### config.mk
export PLATFORM = sky130hd
export DESIGN_NAME = plf_framer
export DESIGN_NICKNAME = d
export VERILOG_FILES = /design/src/core/plf_pkg.sv /design/src/core/plf_framer.sv
export SDC_FILE = /design/constraint.sdc
export NUM_CORES = 1
export LEC_CHECK = 0
export ABC_AREA = 1
export BUFFER_PORTS_ARGS = -buffer_cell sky130_fd_sc_hd__buf_2
export CAP_MARGIN = 20
export CORE_ASPECT_RATIO = 0.8
export CORE_MARGIN = 1.5
export CORE_UTILIZATION = 50
export DETAILED_ROUTE_END_ITERATION = 10
export PLACE_DENSITY = 0.74
export SYNTH_ARGS = -nofsm -noshare
export SYNTH_HDL_FRONTEND = slang
export SYNTH_SLANG_ARGS = --single-unit
### constraint.sdc
create_clock -name clk_sys -period 7.9 [get_ports clk_sys]
set_clock_uncertainty 0.2 [all_clocks]
set_input_delay 2.37 -clock clk_sys [delete_from_list [all_inputs] [get_ports clk_sys]]
set_output_delay 2.37 -clock clk_sys [all_outputs]
set_load 0.005 [all_outputs]
### src/core/plf_pkg.sv
package plf_pkg;

	// ----------------------------------------------------------------
	// Timing
	// ----------------------------------------------------------------
	localparam int SYS_PERIOD_NS = 10;
	localparam int LINK_PERIOD_NS = 80;
	localparam int LINK_HALF_CYC = LINK_PERIOD_NS / (2 * SYS_PERIOD_NS);
	localparam int RESP_IF_CLKS = 40;
	localparam int RESP_CYC = RESP_IF_CLKS * LINK_PERIOD_NS / SYS_PERIOD_NS;

	// ----------------------------------------------------------------
	// Packet limits and checksum
	// ----------------------------------------------------------------
	localparam int MAX_PKT_BYTES = 276;
	localparam logic [8:0] MAX_PKT_LEN = 9'(MAX_PKT_BYTES);
	localparam logic [8:0] WORD_BYTES = 9'h004;
	localparam logic [15:0] CRC_POLY = 16'h1021;
	localparam logic [15:0] CRC_INIT = 16'hFFFF;
	localparam logic [15:0] CRC_FIRST_MASK = 16'h03FF;

	// ----------------------------------------------------------------
	// Control symbol layout: {mark[15:12], type[11:9], param[8:0]}
	// ----------------------------------------------------------------
	localparam logic [3:0] CTRL_MARK = 4'hF;
	localparam logic [2:0] CS_IDLE = 3'h0;
	localparam logic [2:0] CS_EOP = 3'h1;
	localparam logic [2:0] CS_STOMP = 3'h2;
	localparam logic [2:0] CS_RESTART = 3'h3;
	localparam logic [2:0] CS_LINKREQ = 3'h4;
	localparam logic [2:0] CS_THROTTLE = 3'h5;
	localparam logic [2:0] CS_RETRY_ACK = 3'h6;
	localparam logic [2:0] CS_NOT_ACC = 3'h7;
	localparam logic [8:0] LR_INPUT_STATUS = 9'h004;
	localparam logic [8:0] CS_NO_PARAM = 9'h000;

	typedef enum logic [1:0] {
		TX_IDLE = 2'b01,
		TX_PKT = 2'b10
	} plf_tx_state_type;

endpackage : plf_pkg

### src/core/plf_framer.sv
// How it works
// Link width is 8 or 16 bits; framing behaves the same for both.
// Frame line is NRZ, toggled on packet start and each control symbol.
// Any symbol holding a packet or control type field toggles the frame.
// Reference line toggles on every data tick, acting as a DDR clock.
// Frame stays for packet body words, toggles for every idle symbol.
// Frame toggles at most once per 32-bit word, on the word boundary.
// Reference line rises exactly at each 32-bit word boundary.
// Receiver flags misplaced frame toggles and corruption as recoverable errors.
// Packet ends on next packet, end, restart, link-request or stomp symbol.
// Sender may cancel a troubled packet with a stomp symbol.
// Restart-from-retry cancels a packet and releases a retry-stopped receiver.
// Link-request cancels a packet; with input-status it releases an error-stopped receiver.
// Cancelled packet is dropped quietly, then retry acknowledged unless stopped.
// Non-stopped receiver enters retry on cancel except restart or input-status.
// Pacing idles may sit inside packets; symbols carry their inverse; receiver ignores.
// Too many self-inserted pacing idles make the sender stomp the packet.
// A throttle symbol makes the sender insert exactly that many pacing idles.
// Excessive throttle requests let the sender stomp instead.
// Pacing idle starts within 40 interface clocks of a throttle symbol.
// Control symbols may be embedded anywhere inside a packet on word boundaries.
// Checksum excludes embedded control symbols and pacing idles.
// Corrupt embedded control symbol drops packet and sends not-accepted.
// Checksum is x16+x12+x5+1, preset ones, leading six bits zeroed.
// A packet may hold at most 276 bytes.
// Pacing limits are parameters; a counter tracks consecutive pacing idles.
module plf_framer #(
	parameter int W = 16,
	parameter int HALF = plf_pkg::LINK_HALF_CYC,
	parameter logic [7:0] PACE_LIMIT = 8'h20,
	parameter logic [7:0] THROT_LIMIT = 8'h40
) (
	input wire logic clk_sys,
	input wire logic reset_n,
	input wire logic ce,
	input wire logic pkt_valid,
	input wire logic [31:0] pkt_word,
	input wire logic pkt_first,
	input wire logic pkt_last,
	input wire logic pkt_cancel,
	output logic pkt_taken,
	output logic pkt_stomped,
	output logic lnk_tx_clk,
	output logic lnk_tx_frame,
	output logic [W-1:0] lnk_tx_data,
	input wire logic lnk_rx_clk,
	input wire logic lnk_rx_frame,
	input wire logic [W-1:0] lnk_rx_data,
	output logic [31:0] rcv_word,
	output logic rcv_valid,
	output logic rcv_first,
	output logic rcv_done,
	output logic rcv_good,
	output logic rcv_stopped_retry,
	output logic rcv_stopped_error,
	output logic link_fault
);

	localparam int HW = $clog2(HALF + 1);
	localparam logic [HW-1:0] HALF_M1 = HW'(HALF - 1);
	localparam logic [1:0] TPW_M1 = 2'(32 / W - 1);
	localparam int RESP_BOUND = plf_pkg::RESP_CYC;

	typedef struct packed {
		plf_pkg::plf_tx_state_type tx_st;
		logic [HW-1:0] hcnt;
		logic [1:0] tidx;
		logic [31:0] tword;
		logic tclk;
		logic tframe;
		logic [W-1:0] tdata;
		logic taken;
		logic stomped;
		logic need_eop;
		logic [7:0] pace_cnt;
		logic [7:0] thr_left;
		logic ack_retry;
		logic ack_nacc;
		logic rc1, rc2, rcp, rcq;
		logic rf1, rf2, rflast;
		logic [W-1:0] rd1, rd2;
		logic raligned;
		logic [1:0] ridx;
		logic [31:0] rbuf;
		logic rtog;
		logic pv;
		logic [31:0] pword;
		logic ptog;
		logic rx_inpkt;
		logic [8:0] rx_len;
		logic [15:0] crc;
		logic [15:0] crc_mid;
		logic stop_retry;
		logic stop_err;
		logic [31:0] owrd;
		logic ovalid, osop, odone, ook, ofault;
	} plf_state_type;

	plf_state_type q;
	plf_state_type n;
	logic ev_bad, ev_cancel, ev_stomp_cancel, ev_restart, ev_thr, stopped_q;

	// ----------------------------------------------------------------
	// Helpers
	// ----------------------------------------------------------------
	function automatic logic [31:0] plf_ctrl(input logic [2:0] t, input logic [8:0] p);
		logic [15:0] hi;
		hi = {plf_pkg::CTRL_MARK, t, p};
		return {hi, ~hi};
	endfunction : plf_ctrl

	function automatic logic [15:0] plf_crc(input logic [15:0] c, input logic [15:0] d);
		logic [15:0] r;
		r = c;
		for (int i = 15; i >= 0; i--)
		begin
			if (r[15] ^ d[i])
				r = (r << 1) ^ plf_pkg::CRC_POLY;
			else
				r = r << 1;
		end
		return r;
	endfunction : plf_crc

	// ----------------------------------------------------------------
	// Next state
	// ----------------------------------------------------------------
	always_comb
	begin
		logic [15:0] hi;
		logic [15:0] lo;
		logic [2:0] ctype;
		logic [31:0] nw;
		logic [31:0] sh;
		logic ntog, rising, falling, tog, is_ctrl, ok_ctrl, fault, in_pkt, close;
		logic [8:0] thr_sum;
		hi = q.pword[31:16];
		lo = q.pword[15:0];
		ctype = hi[11:9];
		nw = 32'h0;
		sh = 32'h0;
		ntog = 1'b1;
		in_pkt = (q.tx_st == plf_pkg::TX_PKT);
		thr_sum = 9'h000;
		rising = 1'b0;
		falling = 1'b0;
		tog = 1'b0;
		is_ctrl = 1'b0;
		ok_ctrl = 1'b0;
		fault = 1'b0;
		close = 1'b0;
		n = q;
		n.taken = 1'b0;
		n.stomped = 1'b0;

		// Transmit: own divider makes the reference, one word per 32/W ticks
		if (q.hcnt == HALF_M1)
		begin
			n.hcnt = '0;
			n.tclk = ~q.tclk;
			if (q.tidx == TPW_M1)
			begin
				n.tidx = 2'h0;
				if (q.ack_nacc)
				begin
					nw = plf_ctrl(plf_pkg::CS_NOT_ACC, plf_pkg::CS_NO_PARAM);
					n.ack_nacc = 1'b0;
				end
				else if (q.ack_retry)
				begin
					nw = plf_ctrl(plf_pkg::CS_RETRY_ACK, plf_pkg::CS_NO_PARAM);
					n.ack_retry = 1'b0;
				end
				else if (in_pkt && (pkt_cancel || q.pace_cnt >= PACE_LIMIT ||
					q.thr_left > THROT_LIMIT))
				begin
					nw = plf_ctrl(plf_pkg::CS_STOMP, plf_pkg::CS_NO_PARAM);
					n.tx_st = plf_pkg::TX_IDLE;
					n.need_eop = 1'b0;
					n.pace_cnt = 8'h00;
					n.thr_left = 8'h00;
					n.stomped = 1'b1;
				end
				else if (in_pkt && q.thr_left != 8'h00)
				begin
					nw = plf_ctrl(plf_pkg::CS_IDLE, plf_pkg::CS_NO_PARAM);
					n.thr_left = q.thr_left - 8'h01;
				end
				else if (in_pkt && q.need_eop)
				begin
					nw = plf_ctrl(plf_pkg::CS_EOP, plf_pkg::CS_NO_PARAM);
					n.tx_st = plf_pkg::TX_IDLE;
					n.need_eop = 1'b0;
					n.thr_left = 8'h00;
				end
				else if (pkt_valid && (pkt_first || in_pkt))
				begin
					// Body words keep the frame; a new first word ends the old packet
					nw = pkt_word;
					ntog = pkt_first;
					n.taken = 1'b1;
					n.tx_st = plf_pkg::TX_PKT;
					n.need_eop = pkt_last;
					n.pace_cnt = 8'h00;
				end
				else if (in_pkt)
				begin
					nw = plf_ctrl(plf_pkg::CS_IDLE, plf_pkg::CS_NO_PARAM);
					n.pace_cnt = q.pace_cnt + 8'h01;
				end
				else
					nw = plf_ctrl(plf_pkg::CS_IDLE, plf_pkg::CS_NO_PARAM);
				n.tword = nw;
				if (ntog)
					n.tframe = ~q.tframe;
			end
			else
				n.tidx = q.tidx + 2'h1;
			sh = n.tword << (int'(n.tidx) * W);
			n.tdata = sh[31 -: W];
		end
		else
			n.hcnt = q.hcnt + HW'(1);

		// Receive: two-flop sync; clock runs one stage behind data for margin
		n.rc1 = lnk_rx_clk;
		n.rc2 = q.rc1;
		n.rcp = q.rc2;
		n.rcq = q.rcp;
		n.rf1 = lnk_rx_frame;
		n.rf2 = q.rf1;
		n.rd1 = lnk_rx_data;
		n.rd2 = q.rd1;
		rising = q.rcp & ~q.rcq;
		falling = ~q.rcp & q.rcq;
		tog = (q.rf2 != q.rflast);
		n.pv = 1'b0;
		n.ovalid = 1'b0;
		n.osop = 1'b0;
		n.odone = 1'b0;
		n.ofault = 1'b0;
		fault = 1'b0;
		if (rising || falling)
		begin
			n.rflast = q.rf2;
			if (rising && (tog || (q.raligned && q.ridx == TPW_M1)))
			begin
				fault = q.raligned && tog && q.ridx != TPW_M1;
				n.raligned = 1'b1;
				n.ridx = 2'h0;
				n.rtog = tog;
				n.rbuf = {q.rbuf[31-W:0], q.rd2};
			end
			else if (q.raligned)
			begin
				n.ridx = q.ridx + 2'h1;
				n.rbuf = {q.rbuf[31-W:0], q.rd2};
				if (tog)
				begin
					fault = 1'b1;
					n.raligned = 1'b0;
				end
			end
			if (n.raligned && n.ridx == TPW_M1)
			begin
				n.pv = 1'b1;
				n.pword = n.rbuf;
				n.ptog = n.rtog;
			end
		end

		is_ctrl = q.pv && q.ptog && hi[15:12] == plf_pkg::CTRL_MARK;
		ok_ctrl = is_ctrl && lo == ~hi;
		ev_bad = is_ctrl && !ok_ctrl;
		ev_thr = ok_ctrl && ctype == plf_pkg::CS_THROTTLE && hi[7:0] != 8'h00;
		ev_restart = ok_ctrl && ctype == plf_pkg::CS_RESTART;
		ev_cancel = q.rx_inpkt && ok_ctrl && (ctype == plf_pkg::CS_STOMP ||
			ctype == plf_pkg::CS_RESTART || ctype == plf_pkg::CS_LINKREQ);
		ev_stomp_cancel = ev_cancel && ctype == plf_pkg::CS_STOMP;
		stopped_q = q.stop_retry | q.stop_err;
		close = q.rx_inpkt && q.pv && ((q.ptog && !is_ctrl) ||
			(ok_ctrl && ctype == plf_pkg::CS_EOP));

		// Releases come before new stops; a same-cycle stop lands only if stopped_q was clear
		if (ev_restart)
			n.stop_retry = 1'b0;
		if (ok_ctrl && ctype == plf_pkg::CS_LINKREQ && hi[8:0] == plf_pkg::LR_INPUT_STATUS)
		begin
			n.stop_retry = 1'b0;
			n.stop_err = 1'b0;
		end
		if (ev_thr)
		begin
			thr_sum = {1'b0, n.thr_left} + {1'b0, hi[7:0]};
			n.thr_left = thr_sum[8] ? 8'hFF : thr_sum[7:0];
		end
		if (close)
		begin
			n.odone = 1'b1;
			n.ook = (q.crc == 16'h0000) || (q.crc_mid == 16'h0000);
			n.rx_inpkt = 1'b0;
			fault = fault | !n.ook;
		end
		if (q.pv && !q.ptog && q.rx_inpkt)
		begin
			if (q.rx_len + plf_pkg::WORD_BYTES > plf_pkg::MAX_PKT_LEN)
				fault = 1'b1;
			else
			begin
				n.rx_len = q.rx_len + plf_pkg::WORD_BYTES;
				n.crc_mid = plf_crc(q.crc, hi);
				n.crc = plf_crc(n.crc_mid, lo);
				n.owrd = q.pword;
				n.ovalid = 1'b1;
			end
		end
		if (ev_cancel)
		begin
			n.rx_inpkt = 1'b0;
			n.odone = 1'b1;
			n.ook = 1'b0;
			if (!stopped_q)
			begin
				n.ack_retry = 1'b1;
				if (ctype == plf_pkg::CS_STOMP || (ctype == plf_pkg::CS_LINKREQ &&
					hi[8:0] != plf_pkg::LR_INPUT_STATUS))
					n.stop_retry = 1'b1;
			end
		end
		if (fault || ev_bad)
		begin
			n.ofault = 1'b1;
			if (n.rx_inpkt)
			begin
				n.odone = 1'b1;
				n.ook = 1'b0;
			end
			n.rx_inpkt = 1'b0;
			if (!stopped_q)
			begin
				n.ack_nacc = 1'b1;
				n.stop_err = 1'b1;
			end
		end
		else if (q.pv && q.ptog && !is_ctrl && !(n.stop_retry || n.stop_err))
		begin
			n.rx_inpkt = 1'b1;
			n.rx_len = plf_pkg::WORD_BYTES;
			n.crc_mid = plf_crc(plf_pkg::CRC_INIT, hi & plf_pkg::CRC_FIRST_MASK);
			n.crc = plf_crc(n.crc_mid, lo);
			n.owrd = q.pword;
			n.ovalid = 1'b1;
			n.osop = 1'b1;
		end
	end

	// ----------------------------------------------------------------
	// State register
	// ----------------------------------------------------------------
	always_ff @(posedge clk_sys)
	begin
		if (!reset_n)
		begin
			q <= '0;
			q.tx_st <= plf_pkg::TX_IDLE;
			q.tidx <= TPW_M1;
			q.crc <= plf_pkg::CRC_INIT;
		end
		else if (ce)
			q <= n;
	end

	assign pkt_taken = q.taken;
	assign pkt_stomped = q.stomped;
	assign lnk_tx_clk = q.tclk;
	assign lnk_tx_frame = q.tframe;
	assign lnk_tx_data = q.tdata;
	assign rcv_word = q.owrd;
	assign rcv_valid = q.ovalid;
	assign rcv_first = q.osop;
	assign rcv_done = q.odone;
	assign rcv_good = q.ook;
	assign rcv_stopped_retry = q.stop_retry;
	assign rcv_stopped_error = q.stop_err;
	assign link_fault = q.ofault;
endmodule : plf_framer

==> results.json, run 1 <==
{
  "drt_iter0_markers": 1329,
  "routedWlPerCell_um": 17.3,
  "hold_path_depth": 1,
  "p_leak_uw": 0.00773,
  "cts_resized": 0,
  "hp-class": "flop to flop",
  "viasPerCell": 5.50,
  "tightest_slew_ns": 0.982,
  "tritoncts": "built",
  "synth_fa_ha_area_share_pct": 1.52,
  "finalHoldViolations": 0,
  "vias": 14839,
  "place_area_um2": 15600,
  "first_pass_iters": 6,
  "final_cell_area_um2": 16600,
  "stdcell_count": 2700,
  "synth_top_family_by_area": "simple AND/OR/NAND/NOR gates",
  "dp_cells": 2646,
  "setup_viol": 0,
  "grt.overflow.total": 0,
  "io_buffers": 115,
  "ctsHtreeMaxLevel": 1,
  "ant_nets": 0,
  "antenna_found_initial": 0,
  "yosysUniqueCellTypes": 56,
  "diodes": 0,
  "die_h_um": 159,
  "core_um2": 30200,
  "area_growth_pct": 8.78,
  "drc": 0,
  "syn_nets": 2339,
  "r2r_slack_ns": 3.00,
  "crit_path_frequent_cell": "a21oi_1",
  "synth_edf_count": 0,
  "crit_fanout": 9,
  "hold_buffers": 0,
  "ir_worst_vdd_mv": 0.180,
  "layout_min_cycle_time_ns": 5.44,
  "critPathLaunchType": "input port",
  "slowest_stage": "o21ai_1",
  "cp.arrival_ns": 5.66,
  "crit_family": "compound AO/OA/AOI/OAI gates",
  "crit_required_ns": 8.12,
  "ys_top_cells_by_area": "dfxtp_1 35%, nand2_1 10%, o21ai_0 8.2%",
  "post_synth_and_or_nand_nor_area_fraction_pct": 26.7,
  "syn_area_um2": 15300,
  "synth_ff_type": "dfxtp_1",
  "cp-end-kind": "flop",
  "grt_setup_unrepaired": "false",
  "fmax_mhz": 184,
  "io_pins": 116,
  "yosysTopAreaCell": "dfxtp_1",
  "cts_buffers": 29,
  "maxCapViolCount": 0,
  "yosys_warnings": 0,
  "clock_path_buffers": 3,
  "synth_top_area_share_pct": 34.8,
  "async_flop_share_pct": 0,
  "rows": 57,
  "p_per_area_nw_per_um2": 207,
  "synth_compound_area_share_pct": 18.4,
  "reg2regPathDepth": 23,
  "crit_path_max_incr_delay_ns": 0.50,
  "fp.dieW_um": 199,
  "grt_max_degree": 101,
  "synth_seq_cells": 266,
  "hpwlAfterDp_um": 33500,
  "track_usage_pct": 29.0,
  "grt_pass1_wl_um": 72400,
  "path_depth": 21,
  "worst-path-buf-inv": 4,
  "fill_cells": 2957,
  "cts-root-buf": "clkbuf_16",
  "hold_ws_ns": 0.250,
  "wirelength_um": 46700,
  "synth_xor_area_share_pct": 6.53,
  "slew_viol_final": 0,
  "synth.mux.area_fraction_pct": 0,
  "syn_avg_cell_area_um2": 6.75,
  "clk_pin_slew_ns": 0.06,
  "layout.nets": 2340,
  "worstSetupPathType": "input port to flop",
  "die_area_um2": 31600,
  "crit_chain": "buf_2 -> o21ai_1 -> inv_1 -> nor2_1 -> inv_1 -> nor3_1 -> a21oi_1 -> inv_1 -> ha_1 -> a21oi_1 -> o21ai_0 -> nand2_1 -> nand2_1 -> a21oi_1 -> nor2_1 -> o21ai_0 -> nand3_1 -> a21oi_1 -> o21ai_0 -> o211ai_1 -> a21oi_1",
  "cts_num_sinks": 266,
  "grt_pass1_vias": 13274,
  "clk_latency_ns": 0.59,
  "min_period_over_period_pct": 68.8,
  "post_cts_buffers": 0,
  "drive_above_1_share_pct": 12.0,
  "start_util_pct": 50.6,
  "routabilityCongestion": 0.964,
  "slew_headroom_pct": 34.5,
  "status": "finished clean",
  "synth-seq-area-share_pct": 34.8,
  "fin_tns_setup_ns": 0,
  "synthCells": 2264
}
-- metrics by stage --
step	setup WS, ns	total power (uW)	util, %
after floorplan	2.65	1860	-
after global placement	1.91	1980	51.6
after detailed placement	1.92	1990	51.6
after CTS	2.49	3440	55.0
after global routing	2.03	3580	55.0
final	2.46	3440	55.0
-- sequential cells by signal, summed over array words and instances, names as in the netlist --
register           cells
pkt_stomped            1
rcv_word              32
n                     20
lnk_tx_data           16
rcv_valid              1
rcv_good               1
q                    187
link_fault             1
rcv_done               1
lnk_tx_clk             1
rcv_stopped_error      1
pkt_taken              1
rcv_first              1
rcv_stopped_retry      1
lnk_tx_frame           1
-- kinds of logic (layout without fill, tap and decap cells) --
logic type / after synthesis / count (layout)
AO/OA/AOI/OAI: 530 / 530
XOR/XNOR: 103 / 103
buffers and inverters: 411 / 434
adder cells (fa/ha/maj): 18 / 18
AND/OR/NAND/NOR: 936 / 936
flip-flops: 266 / 266
-- report_power, final --
group / switching (uW) / internal, uW
clock network: 585 / 875
registers: 29.9 / 1380
logic: 386 / 178
-- worst reg2reg max path: stages, from the launching register on --
cell and delay [ns]:
dfxtp_1 0.31, buf_4 0.23, inv_2 0.19, nor2_2 0.40, inv_2 0.25, nor2_1 0.24, inv_1 0.11, nor2_1 0.25
a21oi_1 0.11, a311oi_1 0.40, ha_1 0.25, inv_1 0.06, fa_1 0.43, o21ai_0 0.33, nand2_1 0.09, nand2_1 0.08
a21oi_1 0.08, nor2_1 0.09, o21ai_0 0.10, nand3_1 0.23, a21oi_1 0.07, o21ai_0 0.08, o211ai_1 0.10, a21oi_1 0.14
-- layout by cell type (no fill, tap or decap), types with 4 or more instances in the layout --
master / Yosys / routed
o22ai_1: 4 / 4
buf_4: 55 / 16
clkbuf_8: 5 / 7
nand3b_1: 6 / 6
xor2_1: 72 / 72
a211oi_1: 4 / 4
nor3_1: 11 / 11
nor2_1: 268 / 267
nor2_2: 3 / 4
nand2_1: 424 / 424
nand2_2: 41 / 41
o21ai_0: 251 / 251
clkinv_2: 0 / 5
nand3_2: 6 / 6
dfxtp_1: 266 / 266
a31oi_1: 8 / 8
bufinv_16: 0 / 4
nand3_1: 124 / 124
a221oi_1: 4 / 4
nand2_4: 12 / 12
nor4_1: 12 / 12
xnor2_1: 21 / 21
inv_1: 236 / 234
o211ai_1: 19 / 19
xor2_2: 5 / 5
clkbuf_1: 78 / 6
ha_1: 17 / 17
o21ai_1: 16 / 16
o221ai_1: 6 / 6
clkbuf_16: 0 / 29
a21oi_1: 200 / 200
inv_2: 13 / 13
a22oi_1: 10 / 10
buf_2: 14 / 114
nand4_1: 17 / 17
-- synthesized netlist by cell type (all sizes together) (3+ instances only) --
cell type  instances
clkbuf            86
a221oi             4
buf               73
a22oi             10
a21oi            200
o22ai              4
nor4              12
nand2            477
o221ai             6
xnor2             25
nor3              12
dfxtp            266
or2                3
a211oi             4
xor2              77
o211ai            19
nand3b             6
nor2             274
ha                17
inv              250
nor3b              3
nand4             17
nand3            131
a31oi              8
o21ai            268
-- per-layer routing --
layer	share of wire, %	global-route usage (%)	routed length [um]
met3	8.8	5.97	4130
met2	41	41.6	19300
met1	48	43.7	22200
met5	0	0	0
met4	2.3	7.30	1080
-- area by class of cell --
class / instances / area, um2 / area share (%)
multi-input combinational: 1587 / 8130 / 48.9
sequential: 266 / 5330 / 32.0
inverter: 251 / 950 / 5.71
clock buffer: 42 / 845 / 5.08
timing repair buffer: 130 / 691 / 4.15
tap: 413 / 517 / 3.11
clock inverter: 11 / 179 / 1.08
-- final timing paths --
kind,startpoint,to
setup / recovery,pkt_cancel,q[199]$_SDFFE_PN0P_
hold / removal,lnk_tx_clk$_SDFFE_PN0P_,lnk_tx_clk$_SDFFE_PN0P_
setup reg to reg,q[261]$_SDFFE_PN1P_,q[199]$_SDFFE_PN0P_
hold reg to reg,lnk_tx_clk$_SDFFE_PN0P_,lnk_tx_clk$_SDFFE_PN0P_
(Power assumes the default switching activity.)
==> run 2: changes to the inputs <==
Settings changed: ABC_AREA 1 to 0, PLACE_DENSITY 0.74 to 0.77.
Clock period 7.9 ns to 4.5 ns, I/O delays scaled along.
==> run 2 against run 1 <==
Net effect:
- the run now ends with design-rule violations left
- total power rose by 54%
- design area fell by 1.6%
- synthesized area fell by 4.4%
- sequential share of layout area rose by 0.51 points
- largest cell class unchanged
- critical path depth fell by 1
- sequential cell count did not move
==> results.json, run 2 <==
{
  "crit_required_ns": 4.78,
  "ir_worst_vdd_mv": 0.284,
  "routabilityCongestion": 1.01,
  "ctsHtreeMaxLevel": 1,
  "synthTopCellsByCount": "266 x dfxtp_1, 231 x nand2_1, 128 x xnor2_1, 100 x clkbuf_1, 93 x a21boi_0",
  "vias": 11713,
  "hp-class": "flop to flop",
  "synth_top_area_share_pct": 36.4,
  "tightest_slew_ns": 0.721,
  "r2r_slack_ns": 0.27,
  "grt_max_degree": 110,
  "min_from": "q[265]$_SDFFE_PN0P_",
  "finalHoldViolations": 0,
  "grt_pass1_vias": 11250,
  "synth_ff_type": "dfxtp_1",
  "yosysMostFrequentCell": "dfxtp_1",
  "synth_seq_cells": 266,
  "start_util_pct": 51.3,
  "violations": "design-rule violations",
  "clk_latency_ns": 0.58,
  "drc": 4,
  "antenna_found_initial": 0,
  "critPathLaunchType": "input port",
  "yosysUniqueCellTypes": 71,
  "ys_top_cells_by_area": "dfxtp_1 36%, xnor2_1 7.7%, nand2_1 5.9%",
  "syn_avg_cell_area_um2": 9.04,
  "io_pins": 116,
  "core_um2": 28500,
  "viasPerCell": 5.71,
  "die_area_um2": 30300,
  "status": "complete, but fails checks",
  "crit_fanout": 3,
  "layout_min_cycle_time_ns": 4.24,
  "reg2regPathDepth": 19,
  "hold_end": "q[265]$_SDFFE_PN0P_",
  "layout.nets": 1735,
  "cp-end-kind": "flop",
  "tritoncts": "built",
  "maxCapViolCount": 0,
  "hpwlAfterDp_um": 27500,
  "synth-seq-area-share_pct": 36.4,
  "final_common_cell": "dfxtp_1",
  "track_usage_pct": 25.4,
  "top_register": "q",
  "worstSetupPathType": "input port to flop",
  "die_h_um": 156,
  "grt_pass1_wl_um": 61800,
  "wirelength_um": 39000,
  "rows": 55,
  "cts_num_sinks": 266,
  "yosys_warnings": 0,
  "p_per_area_nw_per_um2": 324,
  "fill_cells": 2559,
  "cts-root-buf": "clkbuf_16",
  "async_flop_share_pct": 0,
  "drt_iter0_markers": 969,
  "slew_headroom_pct": 51.8,
  "largest_reg_flops": 187,
  "ant_nets": 0,
  "grt.overflow.total": 0,
  "drive_above_1_share_pct": 16.7,
  "syn_area_um2": 14600,
  "io_buffers": 115,
  "cts_buffers": 28,
  "slew_viol_final": 0,
  "dp_cells": 1997,
  "fp.dieW_um": 194,
  "synth_edf_count": 0,
  "routedWlPerCell_um": 19.0,
  "min_period_over_period_pct": 94.2,
  "clk_pin_slew_ns": 0.06,
  "cp.arrival_ns": 4.52,
  "yosysTopAreaCell": "dfxtp_1",
  "hold_ws_ns": 0.250,
  "setup_viol": 0,
  "rr_endpoint": "q[199]$_SDFFE_PN0P_",
  "p_leak_uw": 0.00696,
  "hold_buffers": 0,
  "hold_path_depth": 2,
  "fin_tns_setup_ns": 0,
  "synthCells": 1617,
  "clock_path_buffers": 3,
  "fmax_mhz": 236,
  "area_growth_pct": 12.0,
  "layout.cells.most_common_list": "266 x dfxtp_1, 231 x nand2_1, 128 x xnor2_1, 113 x buf_2, 91 x a21boi_0",
  "syn_nets": 1692,
  "stdcell_count": 2050,
  "first_pass_iters": 8,
  "r2r_start": "q[192]$_SDFFE_PN0P_"
}
[run 2: cell types whose count changed in the layout (fill, tap and decap cells not counted), moves of 72 or more]
cell | previous run | this run
mux2i_1 | 0 | 75
nand3_1 | 124 | 12
o21ai_0 | 251 | 49
a21oi_1 | 200 | 43
inv_1 | 234 | 30
nor2b_1 | 0 | 72
xnor2_1 | 21 | 128
nand2_1 | 424 | 231
a21boi_0 | 0 | 91
nor2_1 | 267 | 64
[run 2: kinds of logic (layout without fill, tap and decap cells)]
| logic type | after synthesis | in the layout | synth area share (%) |
|---|---|---|---|
| flip-flops | 266 | 266 | 36.4 |
| AND/OR/NAND/NOR | 474 | 474 | 15.2 |
| other | 0 | 1 | 0 |
| multiplexers | 75 | 75 | 5.14 |
| AO/OA/AOI/OAI | 377 | 377 | 19.4 |
| buffers and inverters | 201 | 263 | 6.53 |
| XOR/XNOR | 206 | 206 | 15.6 |
| adder cells (fa/ha/maj) | 18 | 18 | 1.59 |
[run 2: power by group]
part	internal, uW	switching [uW]
combinational	281	276
clock	1360	971
sequential	2380	22.9
[run 2: metrics by stage]
step	instance area (um2)	worst slack [ns]	util, %	power, uW
3_3_place_gp	15400	-0.350	54.1	3000
2_1_floorplan	14600	0.00471	-	2870
5_1_grt	16400	-0.00239	57.5	5470
3_5_place_dp	15400	-0.438	54.1	3010
4_1_cts	16300	0.0189	57.3	5340
6_report	16400	0.263	57.5	5300
[run 2: how the worst max path moves through the flow]
| stage | slack, ns | start | endpoint |
|---|---|---|---|
| floorplan | 0.005 | pkt_cancel | q[199]$_SDFFE_PN0P_ |
| global placement | -0.35 | pkt_cancel | q[199]$_SDFFE_PN0P_ |
| detailed placement | -0.44 | pkt_cancel | q[199]$_SDFFE_PN0P_ |
| CTS | 0.02 | q[192]$_SDFFE_PN0P_ | q[196]$_SDFFE_PN0P_ |
| global route | -0.002 | q[192]$_SDFFE_PN0P_ | q[195]$_SDFFE_PN0P_ |
| finish | 0.26 | pkt_cancel | q[199]$_SDFFE_PN0P_ |
[run 2: layout make-up]
class / count / area [um2] / share of cell area, %
Tap cell: 370 / 463 / 2.83
Antenna cell: 1 / 2.50 / 0.0153
Inverter: 31 / 116 / 0.711
Clock buffer: 41 / 810 / 4.94
Sequential cell: 266 / 5330 / 32.5
Timing Repair Buffer: 183 / 1140 / 6.99
Clock inverter: 8 / 121 / 0.741
Multi-Input combinational cell: 1150 / 8390 / 51.2
[run 2: routing by layer]
metal  routed length [um]  global-route usage, %  part of all wire [%]
met2                17200                   39.0                    44
met1                17900                   36.1                    46
met5                    0                      0                     0
met4                  961                   7.11                   2.5
met3                 2990                   5.47                   7.7
[run 2: repair_timing]
action,4_1_cts,5_1_grt
gates cloned,0,0
endpoints found under the setup margin,8,8
buffers inserted,0,3
pin swaps,1,1
gates resized for setup,2,4
[run 2: worst max-delay path: stages]
cell,delay (ns)
buf_2,0.09
nor4_1,0.04
buf_4,0.14
a21oi_1,0.21
a21oi_1,0.09
a21oi_1,0.23
mux2i_1,0.14
ha_1,0.22
inv_1,0.08
fa_1,0.21
nor2b_1,0.06
o21ai_1,0.18
a21boi_1,0.11
o21ai_0,0.15
nand2_1,0.10
a21o_1,0.19
a2111o_1,0.37
buf_4,0.15
o221a_2,0.23
o21a_1,0.17
==> run 3: changes to the inputs <==
Settings changed: CORE_MARGIN 1.5 to not set.
==> run 3 against run 2 <==
Net effect:
- the run still ends with design-rule violations left
- hold slack better by 0.0089 ns
- final cell count about the same
- count of clock-buffer cells in the layout fell by 3
- sequential cell count did not move
- sequential share of layout area barely moved
- first-iteration DRC count rose by 15%
- register-to-register slack got worse by 0.06 ns
- critical path type is now flop to flop
==> results.json, run 3 (synthesis gave the netlist of run 2 again) <==
{
  "p_per_area_nw_per_um2": 321,
  "violations": "design-rule violations",
  "tritoncts": "built",
  "cts_buffers": 27,
  "preCtsSetupSlack_ns": -0.456,
  "layout_min_cycle_time_ns": 4.29,
  "stdcell_count": 2048,
  "die_area_um2": 29900,
  "grt.overflow.total": 0,
  "layout.nets": 1735,
  "layout_setup_ws_ns": 0.214,
  "cp.arrival_ns": 4.53,
  "grt_max_degree": 131,
  "drive_above_1_share_pct": 17.3,
  "cts-root-buf": "clkbuf_16",
  "grt_pass1_vias": 11026,
  "crit_chain": "inv_1 -> ha_1 -> or4b_4 -> o22ai_2 -> a21oi_1 -> buf_4 -> nor2_2 -> buf_4 -> nand2_1 -> o21ai_0 -> ha_1 -> a21boi_1 -> o21ai_0 -> nand2_1 -> a21o_1 -> a2111o_1 -> buf_12 -> o221a_2 -> o21a_1",
  "routedWlPerCell_um": 18.7,
  "ctsHtreeMaxLevel": 1,
  "cp-end-kind": "flop",
  "start_util_pct": 51.3,
  "min_from": "q[265]$_SDFFE_PN0P_",
  "track_usage_pct": 25.3,
  "wirelength_um": 38400,
  "ir_worst_vdd_mv": 0.260,
  "viasPerCell": 5.73,
  "dp_cells": 1998,
  "finalHoldViolations": 0,
  "setup_viol": 0,
  "fp.dieW_um": 193,
  "p_leak_uw": 0.00695,
  "core_um2": 28500,
  "power.switching_uw": 1260,
  "area_growth_pct": 12.0,
  "slowest_stage": "or4b_4",
  "combPwrFrac_pct": 10.7,
  "routabilityCongestion": 1.04,
  "crit_family": "compound AO/OA/AOI/OAI gates",
  "worstSetupPathType": "flop to flop",
  "antenna_found_initial": 0,
  "drc": 2,
  "clock_path_buffers": 3,
  "vias": 11728,
  "io_pins": 116,
  "die_h_um": 155,
  "drt_iter0_markers": 1118,
  "slew_viol_final": 0,
  "cts_num_sinks": 266,
  "layout.cells.most_common_list": "266 x dfxtp_1, 231 x nand2_1, 128 x xnor2_1, 113 x buf_2, 86 x a21boi_0",
  "first_pass_iters": 11,
  "hp-class": "flop to flop",
  "slew_headroom_pct": 39.2,
  "tightest_slew_ns": 0.907,
  "crit_path_max_incr_delay_ns": 0.50,
  "worst-path-buf-inv": 4,
  "final_common_cell": "dfxtp_1",
  "p_clk_share_pct": 43.5,
  "fmax_mhz": 233,
  "grt_pass1_wl_um": 60200,
  "largest_reg_flops": 187,
  "swShare_pct": 24.1,
  "critPathLaunchType": "flop",
  "cp-startpoint": "q[192]$_SDFFE_PN0P_",
  "maxCapViolCount": 0,
  "hpwlAfterDp_um": 26800,
  "min_period_over_period_pct": 95.2,
  "top_register": "q",
  "crit_required_ns": 4.75,
  "rows": 55,
  "pwr-share-seq_pct": 45.8,
  "p_int_uw": 3980,
  "crit_fanout": 8,
  "ant_nets": 0,
  "clk_pin_slew_ns": 0.07,
  "diodes": 0,
  "clk_latency_ns": 0.56,
  "status": "complete, but fails checks",
  "io_buffers": 115,
  "r2r_start": "q[192]$_SDFFE_PN0P_"
}
==> run 3: final timing paths <==
check                                            to  slack [ns]  depth (start not counted)
worst max-delay path            q[199]$_SDFFE_PN0P_        0.21                         19
worst max register to register  q[199]$_SDFFE_PN0P_        0.21                         19
worst min-delay path            q[265]$_SDFFE_PN0P_        0.26                          2
worst min register to register  q[265]$_SDFFE_PN0P_        0.26                          2
==> run 3: metrics by stage <==
stage                     setup TNS, ns  util (%)  hold slack, ns  cell area (um2)  total power (uW)
after floorplan                       0         -           0.220            14600              2870
after global placement            -2.56      54.0           0.229            15400              3010
after detailed placement          -3.41      54.0           0.249            15400              3010
after CTS                             0      57.2           0.261            16300              5280
after global routing             -0.228      57.4           0.277            16400              5430
final                                 0      57.4           0.258            16400              5250
==> run 3: routing by layer <==
layer | global-route usage, % | up-vias | routed length [um]
met3 | 4.33 | 67 | 2950
li1 | - | 5642 | -
met4 | 5.58 | 0 | 700
met1 | 37.3 | 5605 | 17900
met5 | 0 | - | 0
met2 | 38.5 | 414 | 16900
==> run 3: cell type report <==
cell class,count,area [um2]
Sequential cell,266,5330
Fill cell,2542,12100
Inverter,31,116
Clock inverter,9,114
Timing Repair Buffer,184,1140
Multi-Input combinational cell,1150,8430
Clock buffer,38,777
Tap cell,370,463
==> run 3: power groups by stage <==
stage	clock network, uW	registers [uW]	logic (uW)
CTS	2320	2400	556
floorplan	0	2450	417
detailed placement	0	2460	554
finish	2280	2400	561
global route	2420	2410	604
global placement	0	2460	551
==> run 3: worst min-delay path, stage by stage, from the launching register on <==
cell and delay [ns]:
dfxtp_1 0.32, nand2_1 0.06, a21oi_1 0.04
==> run 3: repair_timing <==
item,4_1_cts,5_1_grt
buffers inserted,0,3
setup endpoints to repair,8,8
hold buffers,0,0
cloned,0,0
hold endpoints to repair,0,0
pin swaps,1,5
resized for setup,6,13
